$ cat src/cci_consts.vh
/*
 * constants of the configuration command interpreter: command codes,
 * framing words, field positions, apb offsets, reset values, timing.
 * assumes inclusion by bare name from the design files.
 */
`ifndef CCI_CONSTS_VH
`define CCI_CONSTS_VH

// idle filler values and framing words
`define CCI_IDLE_A      8'h00
`define CCI_IDLE_B      8'h7f
`define CCI_IDLE_C      8'hff
`define CCI_ALL_ONES    32'hffffffff
`define CCI_MARKER      32'h0fffff00
`define CCI_FILL_BYTE   8'hff
`define CCI_START_BYTE  8'h00
`define CCI_WREN        8'h06
`define CCI_LEN_MAX     8'd9

// first command byte
`define CCI_OP_READ     8'h01
`define CCI_OP_FRAME    8'h0a
`define CCI_OP_PORT     8'h7a
`define CCI_OP_PSTAT    8'h7b
`define CCI_OP_CTRL     8'h80

// read subcodes and control codes
`define CCI_SUB_ST0     8'h07
`define CCI_SUB_ST1     8'h08
`define CCI_SUB_ST2     8'h09
`define CCI_SUB_ST3     8'h0a
`define CCI_SUB_ST4     8'h0e
`define CCI_SUB_BUSY    8'h0b
`define CCI_CTL_REFRESH 8'h0a
`define CCI_CTL_LANE    8'h0f

// port request types and owners
`define CCI_REQ_NOWAIT  2'b00
`define CCI_REQ_WAIT    2'b01
`define CCI_REQ_FORCE   2'b10
`define CCI_REQ_RELEASE 2'b11
`define CCI_OWN_NONE    2'd0
`define CCI_OWN_JT      2'd1
`define CCI_OWN_SP      2'd2

// target port lane modes
`define CCI_LANE_X1     2'b00
`define CCI_LANE_X8     2'b11

// boot mode fields
`define CCI_BM_TYPE     15:9
`define CCI_BM_DIFF     8
`define CCI_BM_DIV      7:2
`define CCI_BM_SRC      1:0
`define CCI_BT_OCT1     7'd4
`define CCI_BT_OCT2     7'd5
`define CCI_BM_RESET    16'h0000

// apb map and reset values
`define CCI_A_CTRL      12'h000
`define CCI_A_STATUS    12'h004
`define CCI_A_FRAME     12'h008
`define CCI_CTRL_RESET  2'b11

// port wait timeout
`define CCI_WAIT_CYC    24'd100000

`endif

$ cat src/cci_cmd_port.v
/*
 * one client interface: assembles four-byte commands from a byte stream,
 * skipping idle filler, and holds a four-word result fifo of its own.
 * assumes bytes arrive synchronous to mclk, one per valid cycle.
 */
`timescale 1ns/1ps
`include "cci_consts.vh"

module cci_cmd_port (
  // clock and reset
  input  wire        mclk,
  input  wire        reset,
  // incoming command bytes
  input  wire        byte_valid,
  input  wire [7:0]  byte_in,
  input  wire        accept,
  // assembled command
  output reg         cmd_valid,
  output reg  [31:0] cmd_word,
  input  wire        cmd_take,
  // result fifo
  input  wire        push,
  input  wire [31:0] push_word,
  output wire        full,
  input  wire        pop,
  output wire [31:0] head,
  output wire        empty
);

  reg [1:0]  cnt_reg;
  reg [23:0] asm_reg;
  reg [31:0] mem_reg [0:3];
  reg [1:0]  wr_reg;
  reg [1:0]  rd_reg;
  reg [2:0]  num_reg;
  wire       filler;

  assign filler = (byte_in == `CCI_IDLE_A) || (byte_in == `CCI_IDLE_B) ||
                  (byte_in == `CCI_IDLE_C);

  // byte assembly; a filler at a command boundary is dropped
  always @(posedge mclk or posedge reset) begin
    if (reset) begin
      cnt_reg   <= 2'd0;
      asm_reg   <= 24'h0;
      cmd_valid <= 1'b0;
      cmd_word  <= 32'h0;
    end else begin
      if (cmd_take)
        cmd_valid <= 1'b0;
      if (byte_valid && accept && !cmd_valid) begin
        if (!(cnt_reg == 2'd0 && filler)) begin
          asm_reg <= {asm_reg[15:0], byte_in};
          cnt_reg <= cnt_reg + 2'd1;
          if (cnt_reg == 2'd3) begin
            cmd_valid <= 1'b1;
            cmd_word  <= {asm_reg, byte_in};
          end
        end
      end
    end
  end

  assign full  = (num_reg == 3'd4);
  assign empty = (num_reg == 3'd0);
  assign head  = mem_reg[rd_reg];

  // result fifo private to this interface
  always @(posedge mclk or posedge reset) begin
    if (reset) begin
      wr_reg  <= 2'd0;
      rd_reg  <= 2'd0;
      num_reg <= 3'd0;
    end else begin
      if (push && !full) begin
        mem_reg[wr_reg] <= push_word;
        wr_reg          <= wr_reg + 2'd1;
      end
      if (pop && !empty)
        rd_reg <= rd_reg + 2'd1;
      num_reg <= num_reg + {2'd0, push && !full} - {2'd0, pop && !empty};
    end
  end

endmodule // cci_cmd_port

$ cat src/cci_top.v
/*
 * configuration command interpreter: takes commands from a jtag client
 * and a target serial client, answers reads per client, arbitrates port
 * ownership, and runs target lane and boot flash mode changes.
 * assumes all inputs synchronous to mclk and frame_rdata valid while
 * frame_rd is high.
 */
// The implementer's own choices: the register addresses and the APB register port.
`timescale 1ns/1ps
`include "cci_consts.vh"

// How it works
// - read results go back through the interface that sent the command
// - jtag capture gives all ones while no result is waiting
// - jtag capture gives marker, then result words, then all ones again
// - serial port drives ones in x1 and floats in wider modes until ready
// - narrow modes send at least one ff byte then a 00 start byte
// - octal mode raises strobe with the ff byte, then sends 00, giving an ff00 start word
// - serial data lines float when select is high, or when results are empty except for x1 fill bytes
// - frame readback on the serial port only in single lane mode
// - commands are four bytes; single idle filler bytes are skipped
// - opcode 01 returns status words or busy flag chosen by subcode
// - reconfigure control command acts like toggling program request
// - port request accepted everywhere; owner locks out other clients
// - request types: try, wait with timeout, force, release
// - boot flash mode equal to current one does nothing; starts x1
// - new boot mode stops reading, sends sequence, switches, reconfigures
// - length 1..9 sends write enable, then that many bytes; else none
// - boot mode bits 15:9 give the flash read type
// - bit 8 differential clock for octal, 7:2 divider, 1:0 source
// - target lane mode command sets lanes from operand bits 1:0
// - frame readback reads frame_count frames and advances the address
module cci_top #(
  parameter [23:0] WAIT_CYCLES = `CCI_WAIT_CYC
) (
  // clock and reset
  input  wire         mclk,
  input  wire         reset,
  // apb slave
  input  wire         psel,
  input  wire         penable,
  input  wire         pwrite,
  input  wire [11:0]  paddr,
  input  wire [31:0]  pwdata,
  output reg  [31:0]  prdata,
  output reg          pready,
  output reg          pslverr,
  // jtag client
  input  wire         jt_byte_valid,
  input  wire [7:0]   jt_byte,
  input  wire         jt_capture,
  output reg  [31:0]  jt_capture_word,
  // target serial port client
  input  wire         sp_csn,
  input  wire         sp_byte_valid,
  input  wire [7:0]   sp_byte,
  input  wire         sp_byte_req,
  output reg  [7:0]   sp_out_byte,
  output reg          sp_out_oe,
  output reg          sp_strobe_en,
  output reg  [1:0]   sp_lane_mode,
  // device state and frames
  input  wire [159:0] status_words,
  output reg  [31:0]  frame_addr,
  output reg          frame_rd,
  input  wire [31:0]  frame_rdata,
  // reconfigure
  input  wire         program_request_pin_n,
  output reg          refresh,
  // boot flash mode command from the bitstream
  input  wire         bs_mode_valid,
  input  wire [15:0]  bs_mode,
  input  wire [7:0]   bs_cmd_len,
  input  wire [71:0]  bs_cmd_data,
  // boot flash port
  output reg          flash_read_en,
  output reg          flash_tx_valid,
  output reg  [7:0]   flash_tx_byte,
  output reg          flash_tx_last,
  input  wire         flash_tx_ready,
  output reg  [15:0]  boot_mode,
  output reg          boot_diff_clk
);

  localparam ST_IDLE  = 3'b001;
  localparam ST_PUSH  = 3'b010;
  localparam ST_FRAME = 3'b100;
  localparam SP_FILL  = 3'b001;
  localparam SP_HALF  = 3'b010;
  localparam SP_DATA  = 3'b100;
  localparam FL_IDLE  = 4'b0001;
  localparam FL_WREN  = 4'b0010;
  localparam FL_DATA  = 4'b0100;
  localparam FL_DONE  = 4'b1000;

  reg  [2:0]  state_reg;
  reg         src_reg;
  reg  [31:0] res_reg;
  reg  [15:0] nfr_reg;
  reg  [1:0]  owner_reg;
  reg         wt_pend_reg;
  reg  [1:0]  wt_port_reg;
  reg  [1:0]  wt_held_reg;
  reg  [23:0] wt_cnt_reg;
  reg  [1:0]  ctrl_reg;
  reg         prog_q_reg;
  reg         jt_mark_reg;
  reg  [2:0]  sp_state_reg;
  reg         sp_fill_reg;
  reg  [1:0]  sp_idx_reg;
  reg  [3:0]  fl_state_reg;
  reg  [15:0] fl_mode_reg;
  reg  [3:0]  fl_len_reg;
  reg  [71:0] fl_shift_reg;
  reg  [31:0] read_word;
  reg  [31:0] apb_word;

  wire        jt_cmd_valid;
  wire [31:0] jt_cmd;
  wire        jt_full;
  wire        jt_empty;
  wire [31:0] jt_head;
  wire        sp_cmd_valid;
  wire [31:0] sp_cmd;
  wire        sp_full;
  wire        sp_empty;
  wire [31:0] sp_head;

  wire        st_idle   = (state_reg == ST_IDLE);
  wire        any_cmd   = jt_cmd_valid | sp_cmd_valid;
  wire        cur_src   = ~jt_cmd_valid;
  wire [31:0] cw        = jt_cmd_valid ? jt_cmd : sp_cmd;
  wire [1:0]  me        = cur_src ? `CCI_OWN_SP : `CCI_OWN_JT;
  wire        dst_full  = src_reg ? sp_full : jt_full;
  wire        push_any  = (state_reg == ST_PUSH && !dst_full) || frame_rd;
  wire [31:0] push_word = frame_rd ? frame_rdata : res_reg;
  wire        fl_busy   = (fl_state_reg != FL_IDLE);
  wire        stream_jt = (state_reg == ST_FRAME) && !src_reg;
  wire        stream_sp = (state_reg == ST_FRAME) && src_reg;
  wire        sp_req    = sp_byte_req && !sp_csn;
  wire        jt_pop    = jt_capture && jt_mark_reg && !jt_empty;
  wire        sp_pop    = sp_req && (sp_state_reg == SP_DATA) && !sp_empty &&
                          (sp_idx_reg == 2'd3);
  wire [31:0] sp_shift  = sp_head << {sp_idx_reg, 3'b000};
  wire        apb_wr    = psel && penable && pready && pwrite;
  wire        prog_rise = program_request_pin_n && !prog_q_reg;

  // clients are heard only while enabled and not locked out by an owner
  wire jt_accept = ctrl_reg[0] && (owner_reg == `CCI_OWN_NONE ||
                   owner_reg == `CCI_OWN_JT);
  wire sp_accept = ctrl_reg[1] && (owner_reg == `CCI_OWN_NONE ||
                   owner_reg == `CCI_OWN_SP);

  cci_cmd_port u_jt (
    .mclk       (mclk),
    .reset      (reset),
    .byte_valid (jt_byte_valid),
    .byte_in    (jt_byte),
    .accept     (jt_accept),
    .cmd_valid  (jt_cmd_valid),
    .cmd_word   (jt_cmd),
    .cmd_take   (st_idle),
    .push       (push_any && !src_reg),
    .push_word  (push_word),
    .full       (jt_full),
    .pop        (jt_pop),
    .head       (jt_head),
    .empty      (jt_empty)
  );

  cci_cmd_port u_sp (
    .mclk       (mclk),
    .reset      (reset),
    .byte_valid (sp_byte_valid),
    .byte_in    (sp_byte),
    .accept     (sp_accept),
    .cmd_valid  (sp_cmd_valid),
    .cmd_word   (sp_cmd),
    .cmd_take   (st_idle && !jt_cmd_valid),
    .push       (push_any && src_reg),
    .push_word  (push_word),
    .full       (sp_full),
    .pop        (sp_pop),
    .head       (sp_head),
    .empty      (sp_empty)
  );

  // four-byte answer to an opcode 01 read
  always @* begin
    case (cw[23:16])
      `CCI_SUB_ST0:  read_word = status_words[31:0];
      `CCI_SUB_ST1:  read_word = status_words[63:32];
      `CCI_SUB_ST2:  read_word = status_words[95:64];
      `CCI_SUB_ST3:  read_word = status_words[127:96];
      `CCI_SUB_ST4:  read_word = status_words[159:128];
      `CCI_SUB_BUSY: read_word = {31'h0, fl_busy};
      default:       read_word = 32'h0;
    endcase
  end

  // command engine, port ownership, frame readback and reconfigure
  always @(posedge mclk or posedge reset) begin
    if (reset) begin
      state_reg    <= ST_IDLE;
      src_reg      <= 1'b0;
      res_reg      <= 32'h0;
      nfr_reg      <= 16'h0;
      owner_reg    <= `CCI_OWN_NONE;
      wt_pend_reg  <= 1'b0;
      wt_port_reg  <= `CCI_OWN_NONE;
      wt_held_reg  <= `CCI_OWN_NONE;
      wt_cnt_reg   <= 24'h0;
      sp_lane_mode <= `CCI_LANE_X1;
      frame_addr   <= 32'h0;
      frame_rd     <= 1'b0;
      refresh      <= 1'b0;
      prog_q_reg   <= 1'b1;
    end else begin
      prog_q_reg <= program_request_pin_n;
      refresh    <= prog_rise || (fl_state_reg == FL_DONE);
      frame_rd   <= 1'b0;
      // a waiting request ends on grant, on another grant or on timeout
      if (wt_pend_reg) begin
        wt_cnt_reg <= wt_cnt_reg + 24'd1;
        if (owner_reg == `CCI_OWN_NONE) begin
          owner_reg   <= wt_port_reg;
          wt_pend_reg <= 1'b0;
        end else if (owner_reg != wt_held_reg ||
                     wt_cnt_reg == WAIT_CYCLES - 24'd1)
          wt_pend_reg <= 1'b0;
      end
      if (apb_wr && paddr == `CCI_A_FRAME)
        frame_addr <= pwdata;
      else if (frame_rd)
        frame_addr <= frame_addr + 32'd1;
      case (state_reg)
        ST_IDLE: begin
          if (any_cmd) begin
            src_reg <= cur_src;
            case (cw[31:24])
              `CCI_OP_READ: begin
                res_reg   <= read_word;
                state_reg <= ST_PUSH;
              end
              `CCI_OP_PSTAT: begin
                res_reg   <= {30'h0, owner_reg};
                state_reg <= ST_PUSH;
              end
              `CCI_OP_FRAME: begin
                if (!cur_src || sp_lane_mode == `CCI_LANE_X1) begin
                  nfr_reg   <= cw[15:0];
                  state_reg <= ST_FRAME;
                end
              end
              `CCI_OP_PORT: begin
                case (cw[1:0])
                  `CCI_REQ_NOWAIT: begin
                    if (owner_reg == `CCI_OWN_NONE)
                      owner_reg <= me;
                  end
                  `CCI_REQ_WAIT: begin
                    if (owner_reg == `CCI_OWN_NONE)
                      owner_reg <= me;
                    else if (owner_reg != me) begin
                      wt_pend_reg <= 1'b1;
                      wt_port_reg <= me;
                      wt_held_reg <= owner_reg;
                      wt_cnt_reg  <= 24'h0;
                    end
                  end
                  `CCI_REQ_FORCE: owner_reg <= me;
                  default:        owner_reg <= `CCI_OWN_NONE;
                endcase
              end
              `CCI_OP_CTRL: begin
                if (cw[15:8] == `CCI_CTL_REFRESH) begin
                  refresh   <= 1'b1;
                  owner_reg <= `CCI_OWN_NONE;
                end else if (cw[15:8] == `CCI_CTL_LANE)
                  sp_lane_mode <= cw[1:0];
              end
              default: ;
            endcase
          end
        end
        ST_PUSH: begin
          if (!dst_full)
            state_reg <= ST_IDLE;
        end
        ST_FRAME: begin
          if (frame_rd)
            nfr_reg <= nfr_reg - 16'd1;
          else if (nfr_reg == 16'h0)
            state_reg <= ST_IDLE;
          else if (!dst_full)
            frame_rd <= 1'b1;
        end
        default: state_reg <= ST_IDLE;
      endcase
    end
  end

  // jtag capture word: ones, marker, result words, ones again
  always @(posedge mclk or posedge reset) begin
    if (reset) begin
      jt_capture_word <= `CCI_ALL_ONES;
      jt_mark_reg     <= 1'b0;
    end else if (jt_capture) begin
      if (!jt_mark_reg && !jt_empty) begin
        jt_capture_word <= `CCI_MARKER;
        jt_mark_reg     <= 1'b1;
      end else if (jt_mark_reg && !jt_empty)
        jt_capture_word <= jt_head;
      else begin
        jt_capture_word <= `CCI_ALL_ONES;
        if (!stream_jt)
          jt_mark_reg <= 1'b0;
      end
    end
  end

  // serial output: fill bytes, start byte or word, then result bytes
  always @(posedge mclk or posedge reset) begin
    if (reset) begin
      sp_state_reg <= SP_FILL;
      sp_fill_reg  <= 1'b0;
      sp_idx_reg   <= 2'd0;
      sp_out_byte  <= `CCI_FILL_BYTE;
      sp_out_oe    <= 1'b0;
      sp_strobe_en <= 1'b0;
    end else if (sp_csn)
      sp_out_oe <= 1'b0;
    else if (sp_byte_req) begin
      case (sp_state_reg)
        SP_FILL: begin
          if (sp_fill_reg && !sp_empty) begin
            sp_out_oe   <= 1'b1;
            sp_fill_reg <= 1'b0;
            if (sp_lane_mode == `CCI_LANE_X8) begin
              sp_out_byte  <= `CCI_FILL_BYTE;
              sp_strobe_en <= 1'b1;
              sp_state_reg <= SP_HALF;
            end else begin
              sp_out_byte  <= `CCI_START_BYTE;
              sp_state_reg <= SP_DATA;
            end
          end else begin
            sp_out_byte  <= `CCI_FILL_BYTE;
            sp_out_oe    <= (sp_lane_mode == `CCI_LANE_X1);
            sp_strobe_en <= 1'b0;
            sp_fill_reg  <= 1'b1;
          end
        end
        SP_HALF: begin
          sp_out_byte  <= `CCI_START_BYTE;
          sp_state_reg <= SP_DATA;
        end
        SP_DATA: begin
          if (!sp_empty) begin
            sp_out_byte <= sp_shift[31:24];
            sp_out_oe   <= 1'b1;
            sp_idx_reg  <= sp_idx_reg + 2'd1;
          end else begin
            sp_out_oe <= 1'b0;
            if (!stream_sp) begin
              sp_state_reg <= SP_FILL;
              sp_strobe_en <= 1'b0;
            end
          end
        end
        default: sp_state_reg <= SP_FILL;
      endcase
    end
  end

  // boot flash mode change sequence
  always @(posedge mclk or posedge reset) begin
    if (reset) begin
      fl_state_reg   <= FL_IDLE;
      fl_mode_reg    <= `CCI_BM_RESET;
      fl_len_reg     <= 4'd0;
      fl_shift_reg   <= 72'h0;
      boot_mode      <= `CCI_BM_RESET;
      boot_diff_clk  <= 1'b0;
      flash_read_en  <= 1'b1;
      flash_tx_valid <= 1'b0;
      flash_tx_byte  <= 8'h0;
      flash_tx_last  <= 1'b0;
    end else begin
      case (fl_state_reg)
        FL_IDLE: begin
          if (bs_mode_valid && bs_mode != boot_mode) begin
            flash_read_en <= 1'b0;
            fl_mode_reg   <= bs_mode;
            fl_shift_reg  <= bs_cmd_data;
            fl_len_reg    <= bs_cmd_len[3:0];
            if (bs_cmd_len != 8'd0 && bs_cmd_len <= `CCI_LEN_MAX) begin
              flash_tx_valid <= 1'b1;
              flash_tx_byte  <= `CCI_WREN;
              flash_tx_last  <= 1'b1;
              fl_state_reg   <= FL_WREN;
            end else
              fl_state_reg <= FL_DONE;
          end
        end
        FL_WREN, FL_DATA: begin
          if (flash_tx_ready) begin
            if (flash_tx_last && fl_state_reg == FL_DATA) begin
              flash_tx_valid <= 1'b0;
              fl_state_reg   <= FL_DONE;
            end else begin
              flash_tx_byte <= fl_shift_reg[7:0];
              fl_shift_reg  <= {8'h0, fl_shift_reg[71:8]};
              flash_tx_last <= (fl_len_reg == 4'd1);
              fl_len_reg    <= fl_len_reg - 4'd1;
              fl_state_reg  <= FL_DATA;
            end
          end
        end
        FL_DONE: begin
          boot_mode     <= fl_mode_reg;
          boot_diff_clk <= fl_mode_reg[`CCI_BM_DIFF] &&
                           (fl_mode_reg[`CCI_BM_TYPE] == `CCI_BT_OCT1 ||
                            fl_mode_reg[`CCI_BM_TYPE] == `CCI_BT_OCT2);
          flash_read_en <= 1'b1;
          fl_state_reg  <= FL_IDLE;
        end
        default: fl_state_reg <= FL_IDLE;
      endcase
    end
  end

  // apb read data mux
  always @* begin
    case (paddr)
      `CCI_A_CTRL:   apb_word = {30'h0, ctrl_reg};
      `CCI_A_STATUS: apb_word = {10'h0, fl_busy, wt_pend_reg, owner_reg,
                                 sp_lane_mode, boot_mode};
      `CCI_A_FRAME:  apb_word = frame_addr;
      default:       apb_word = 32'h0;
    endcase
  end

  // apb slave: one access cycle, error on unmapped address
  always @(posedge mclk or posedge reset) begin
    if (reset) begin
      prdata   <= 32'h0;
      pready   <= 1'b0;
      pslverr  <= 1'b0;
      ctrl_reg <= `CCI_CTRL_RESET;
    end else begin
      pready  <= psel && !penable;
      pslverr <= psel && !penable && paddr != `CCI_A_CTRL &&
                 paddr != `CCI_A_STATUS && paddr != `CCI_A_FRAME;
      if (psel && !penable)
        prdata <= apb_word;
      if (apb_wr && paddr == `CCI_A_CTRL)
        ctrl_reg <= pwdata[1:0];
    end
  end

endmodule // cci_top

$ cat config.mk
export PLATFORM = sky130hd
export DESIGN_NAME = cci_top
export DESIGN_NICKNAME = d
export VERILOG_FILES = /design/src/cci_cmd_port.v /design/src/cci_top.v
export VERILOG_INCLUDE_DIRS = /design/src
export SDC_FILE = /design/constraint.sdc
export NUM_CORES = 1
export LEC_CHECK = 0
export BUFFER_PORTS_ARGS = -buffer_cell sky130_fd_sc_hd__buf_2
export CAP_MARGIN = 20
export CORE_MARGIN = 2
export CORE_UTILIZATION = 47
export DETAILED_ROUTE_END_ITERATION = 16
export PLACE_DENSITY = 0.79
export SLEW_MARGIN = 30
export SYNTH_ARGS = -nofsm -noshare
export SYNTH_HDL_FRONTEND = slang
export SYNTH_SLANG_ARGS = --single-unit
$ cat constraint.sdc
create_clock -name mclk -period 38.7 [get_ports mclk]
set_input_delay 7.74 -clock mclk [delete_from_list [all_inputs] [get_ports mclk]]
set_output_delay 7.74 -clock mclk [all_outputs]
set_load 0.01 [all_outputs]
==> results.cfg <==
[critical_path]
path_cells = buf_2, xor2_1, nor4_1, nand4_1, nand3_4, buf_12, nand2_2, buf_4, a2bb2oi_1
cp.arrival_ns = 10.34
slowest_stage = nand4_1
cp_data_required_time_ns = 39.16
endpoint_kind = flip-flop
max_stage_delay_ns = 0.54
cp_max_fo = 65
path_class = input port to flip-flop
startpoint_type = input port

[drt]
drc = 0
via_per_inst = 5.92
dr.pass1.iters = 6
vias = 22778
wl_per_cell_microns = 23.5
drt-initial-drc-count = 2426
routed_wl_microns = 90300
drtAntennaViolNets = 0

[die]
die_area_sq_um = 69200
start_util_pct = 47.7
row_count = 94
die_w_microns = 263
coreArea_sq_um = 66100
ioPinCount = 501
fp.dieH_microns = 263

[clock_tree]
worstSkewPairLatency_ns = 0.63
cts_tree = yes
cts_setup_buffers = 0
hold_buffers = 0
cts_buffer_depth = 3
cts_resized = 0
numCtsBuffers = 76
cts_max_level = 3
cts_root_buf = clkbuf_16
cts.sinks = 717
clkTransAtPathRegs_ns = 0.06

[synth]
synthMostInstantiatedCell = dfrtp_1
synth_top_area_share_pct = 32.9
ys_seq_elements = 717
ys.flop_type = dfrtp_1
ys_async_sr_fraction_pct = 64.3
synthTopCellsByArea = dfrtp_1 (33%), edfxtp_1 (24%), mux2_2 (6.9%), mux4_2 (4.6%), dfstp_2 (3.9%)
synthCells = 2429
ys_types = 76
yosysWarnings = 0
netlist_top_cells_count = dfrtp_1 (414), edfxtp_1 (256), nand2_1 (252)
synth.avg_cell_area_sq_um = 13.0
synth-edff-count = 256
synth_top_cell_by_area = dfrtp_1
syn_nets = 2816
synthesis.area_sq_um = 31500
synth_seq_area_share_pct = 61.2

[grt]
grt_use_total_pct = 25.9
grt-ovfl-total = 0
grt_pass1_wl_microns = 137000
antenna_found_initial = 15
grt_max_degree = 181
first_global_vias = 22185

[power_and_ir_drop]
ir_worst_vdd_uv = 31.4
pwr-share-comb_pct = 14.3
p_seq_share_pct = 47.8
power.switching_mw = 0.527
leakage_nw = 14.7
p_total_mw = 1.96
internal-power_mw = 1.43
clkPwrFrac_pct = 37.8
powerDensity_nw_per_um2 = 52.0
swShare_pct = 26.9

[timing]
slew_violations = 0
fin_setup_tns_ns = 0
period_share_pct = 25.5
worstMarginPinSlew_ns = 0.993
clock.fmax_ghz = 0.101
slew_headroom_pct = 33.7
clock_skew_ns = 0.0233
rsz0062_at_grt = no
hold_viol = 0
min_period_ns = 9.88
setup_viol = 0

[worst_hold_path]
min_path_type = flip-flop to flip-flop

[run]
max-cap-violations = 0

[run_status]
status = finished clean

[final_layout]
area_growth_pct = 19.6
fill_cells = 5262
seq_area_sq_um = 19300
multi_input_area_sq_um = 11600
final_nets = 3300
drive_above_1_share_pct = 34.5
fin_util_pct = 57.0

[place]
io_buffers = 500
place_hpwl_microns = 63500
gp_congestion = 0.969
-- kinds of logic after synthesis --
kind of cell               share of synthesized area (%)
DFF                                                 61.2
and+or+nand+nor                                     8.33
AOI/OAI and AO/OA                                   11.3
muxes                                               13.4
buffers and inverters                               2.39
xor gates and xnor gates                            2.31
adders and majority gates                           1.08
-- area by class of cell --
type	count	area share, %
Antenna cell	12	0.0797
Timing Repair Buffer	552	7.84
Inverter	39	0.408
Clock buffer	101	5.70
Multi-Input combinational cell	1527	30.8
Sequential cell	717	51.2
Clock inverter	38	1.15
Tap cell	864	2.87
-- worst paths after layout --
check,slack [ns],from,cells past startpoint,to
min in group asynchronous,7.31,reset,2,sp_state_reg[1]$_DFFE_PP0P_
worst max-delay path,28.82,bs_mode[4],9,fl_shift_reg[1]$_DFFE_PP0P_
max in group asynchronous,29.17,reset,5,u_sp.asm_reg[11]$_DFFE_PP0P_
worst min register to register,0.46,prdata[25]$_DFFE_PP0P_,2,prdata[25]$_DFFE_PP0P_
worst min-delay path,0.46,prdata[25]$_DFFE_PP0P_,2,prdata[25]$_DFFE_PP0P_
worst max register to register,35.38,frame_rd$_DFF_PP0_,6,u_sp.mem_reg[2][18]$_DFFE_PP_
-- placed cells by master, fill, tap and decap left out, drive strengths merged, types with 54 or more instances in the layout --
cell     instances
nor2           108
o22ai          105
clkbuf         101
mux2i           54
a2bb2oi         65
dfrtp          414
mux2           198
mux4            64
edfxtp         256
nand2          252
o21ai          131
buf            552
a21oi           94
-- metal layers --
| layer | track usage, % | routed length [microns] | up-vias |
|---|---|---|---|
| li1 | - | - | 10066 |
| met1 | 36.9 | 37700 | 11489 |
| met2 | 40.2 | 42200 | 1030 |
| met3 | 4.41 | 7280 | 191 |
| met4 | 9.47 | 3090 | 2 |
| met5 | 0 | 16 | - |
-- power by group through the flow --
| stage | logic [mW] | clock network [mW] | registers, mW |
|---|---|---|---|
| after floorplan | 0.183 | 0 | 0.928 |
| after global placement | 0.269 | 0 | 0.947 |
| after detailed placement | 0.282 | 0 | 0.947 |
| after CTS | 0.282 | 0.753 | 0.936 |
| after global routing | 0.307 | 0.782 | 0.947 |
| final | 0.281 | 0.742 | 0.938 |
-- metrics by stage --
stage          setup slack, ns  hold WS [ns]  instance area [sq um]  std cells
3_3_place_gp             27.92         0.447                  35000       3696
2_1_floorplan            18.18         0.440                  31500       2429
3_5_place_dp             28.00         0.451                  35000       3698
5_1_grt                  28.74         0.486                  37700       3849
6_report                 28.82         0.461                  37700       3850
4_1_cts                  28.67         0.464                  37600       3837
-- worst max-delay path: cells and delay by family --
kind | cells | cell delay (ns)
xor+xnor | 1 | 0.13
simple gates | 4 | 1.52
compound gates | 1 | 0.22
buf+inv | 3 | 0.68
No activity file was read; power rests on OpenSTA's default activity.
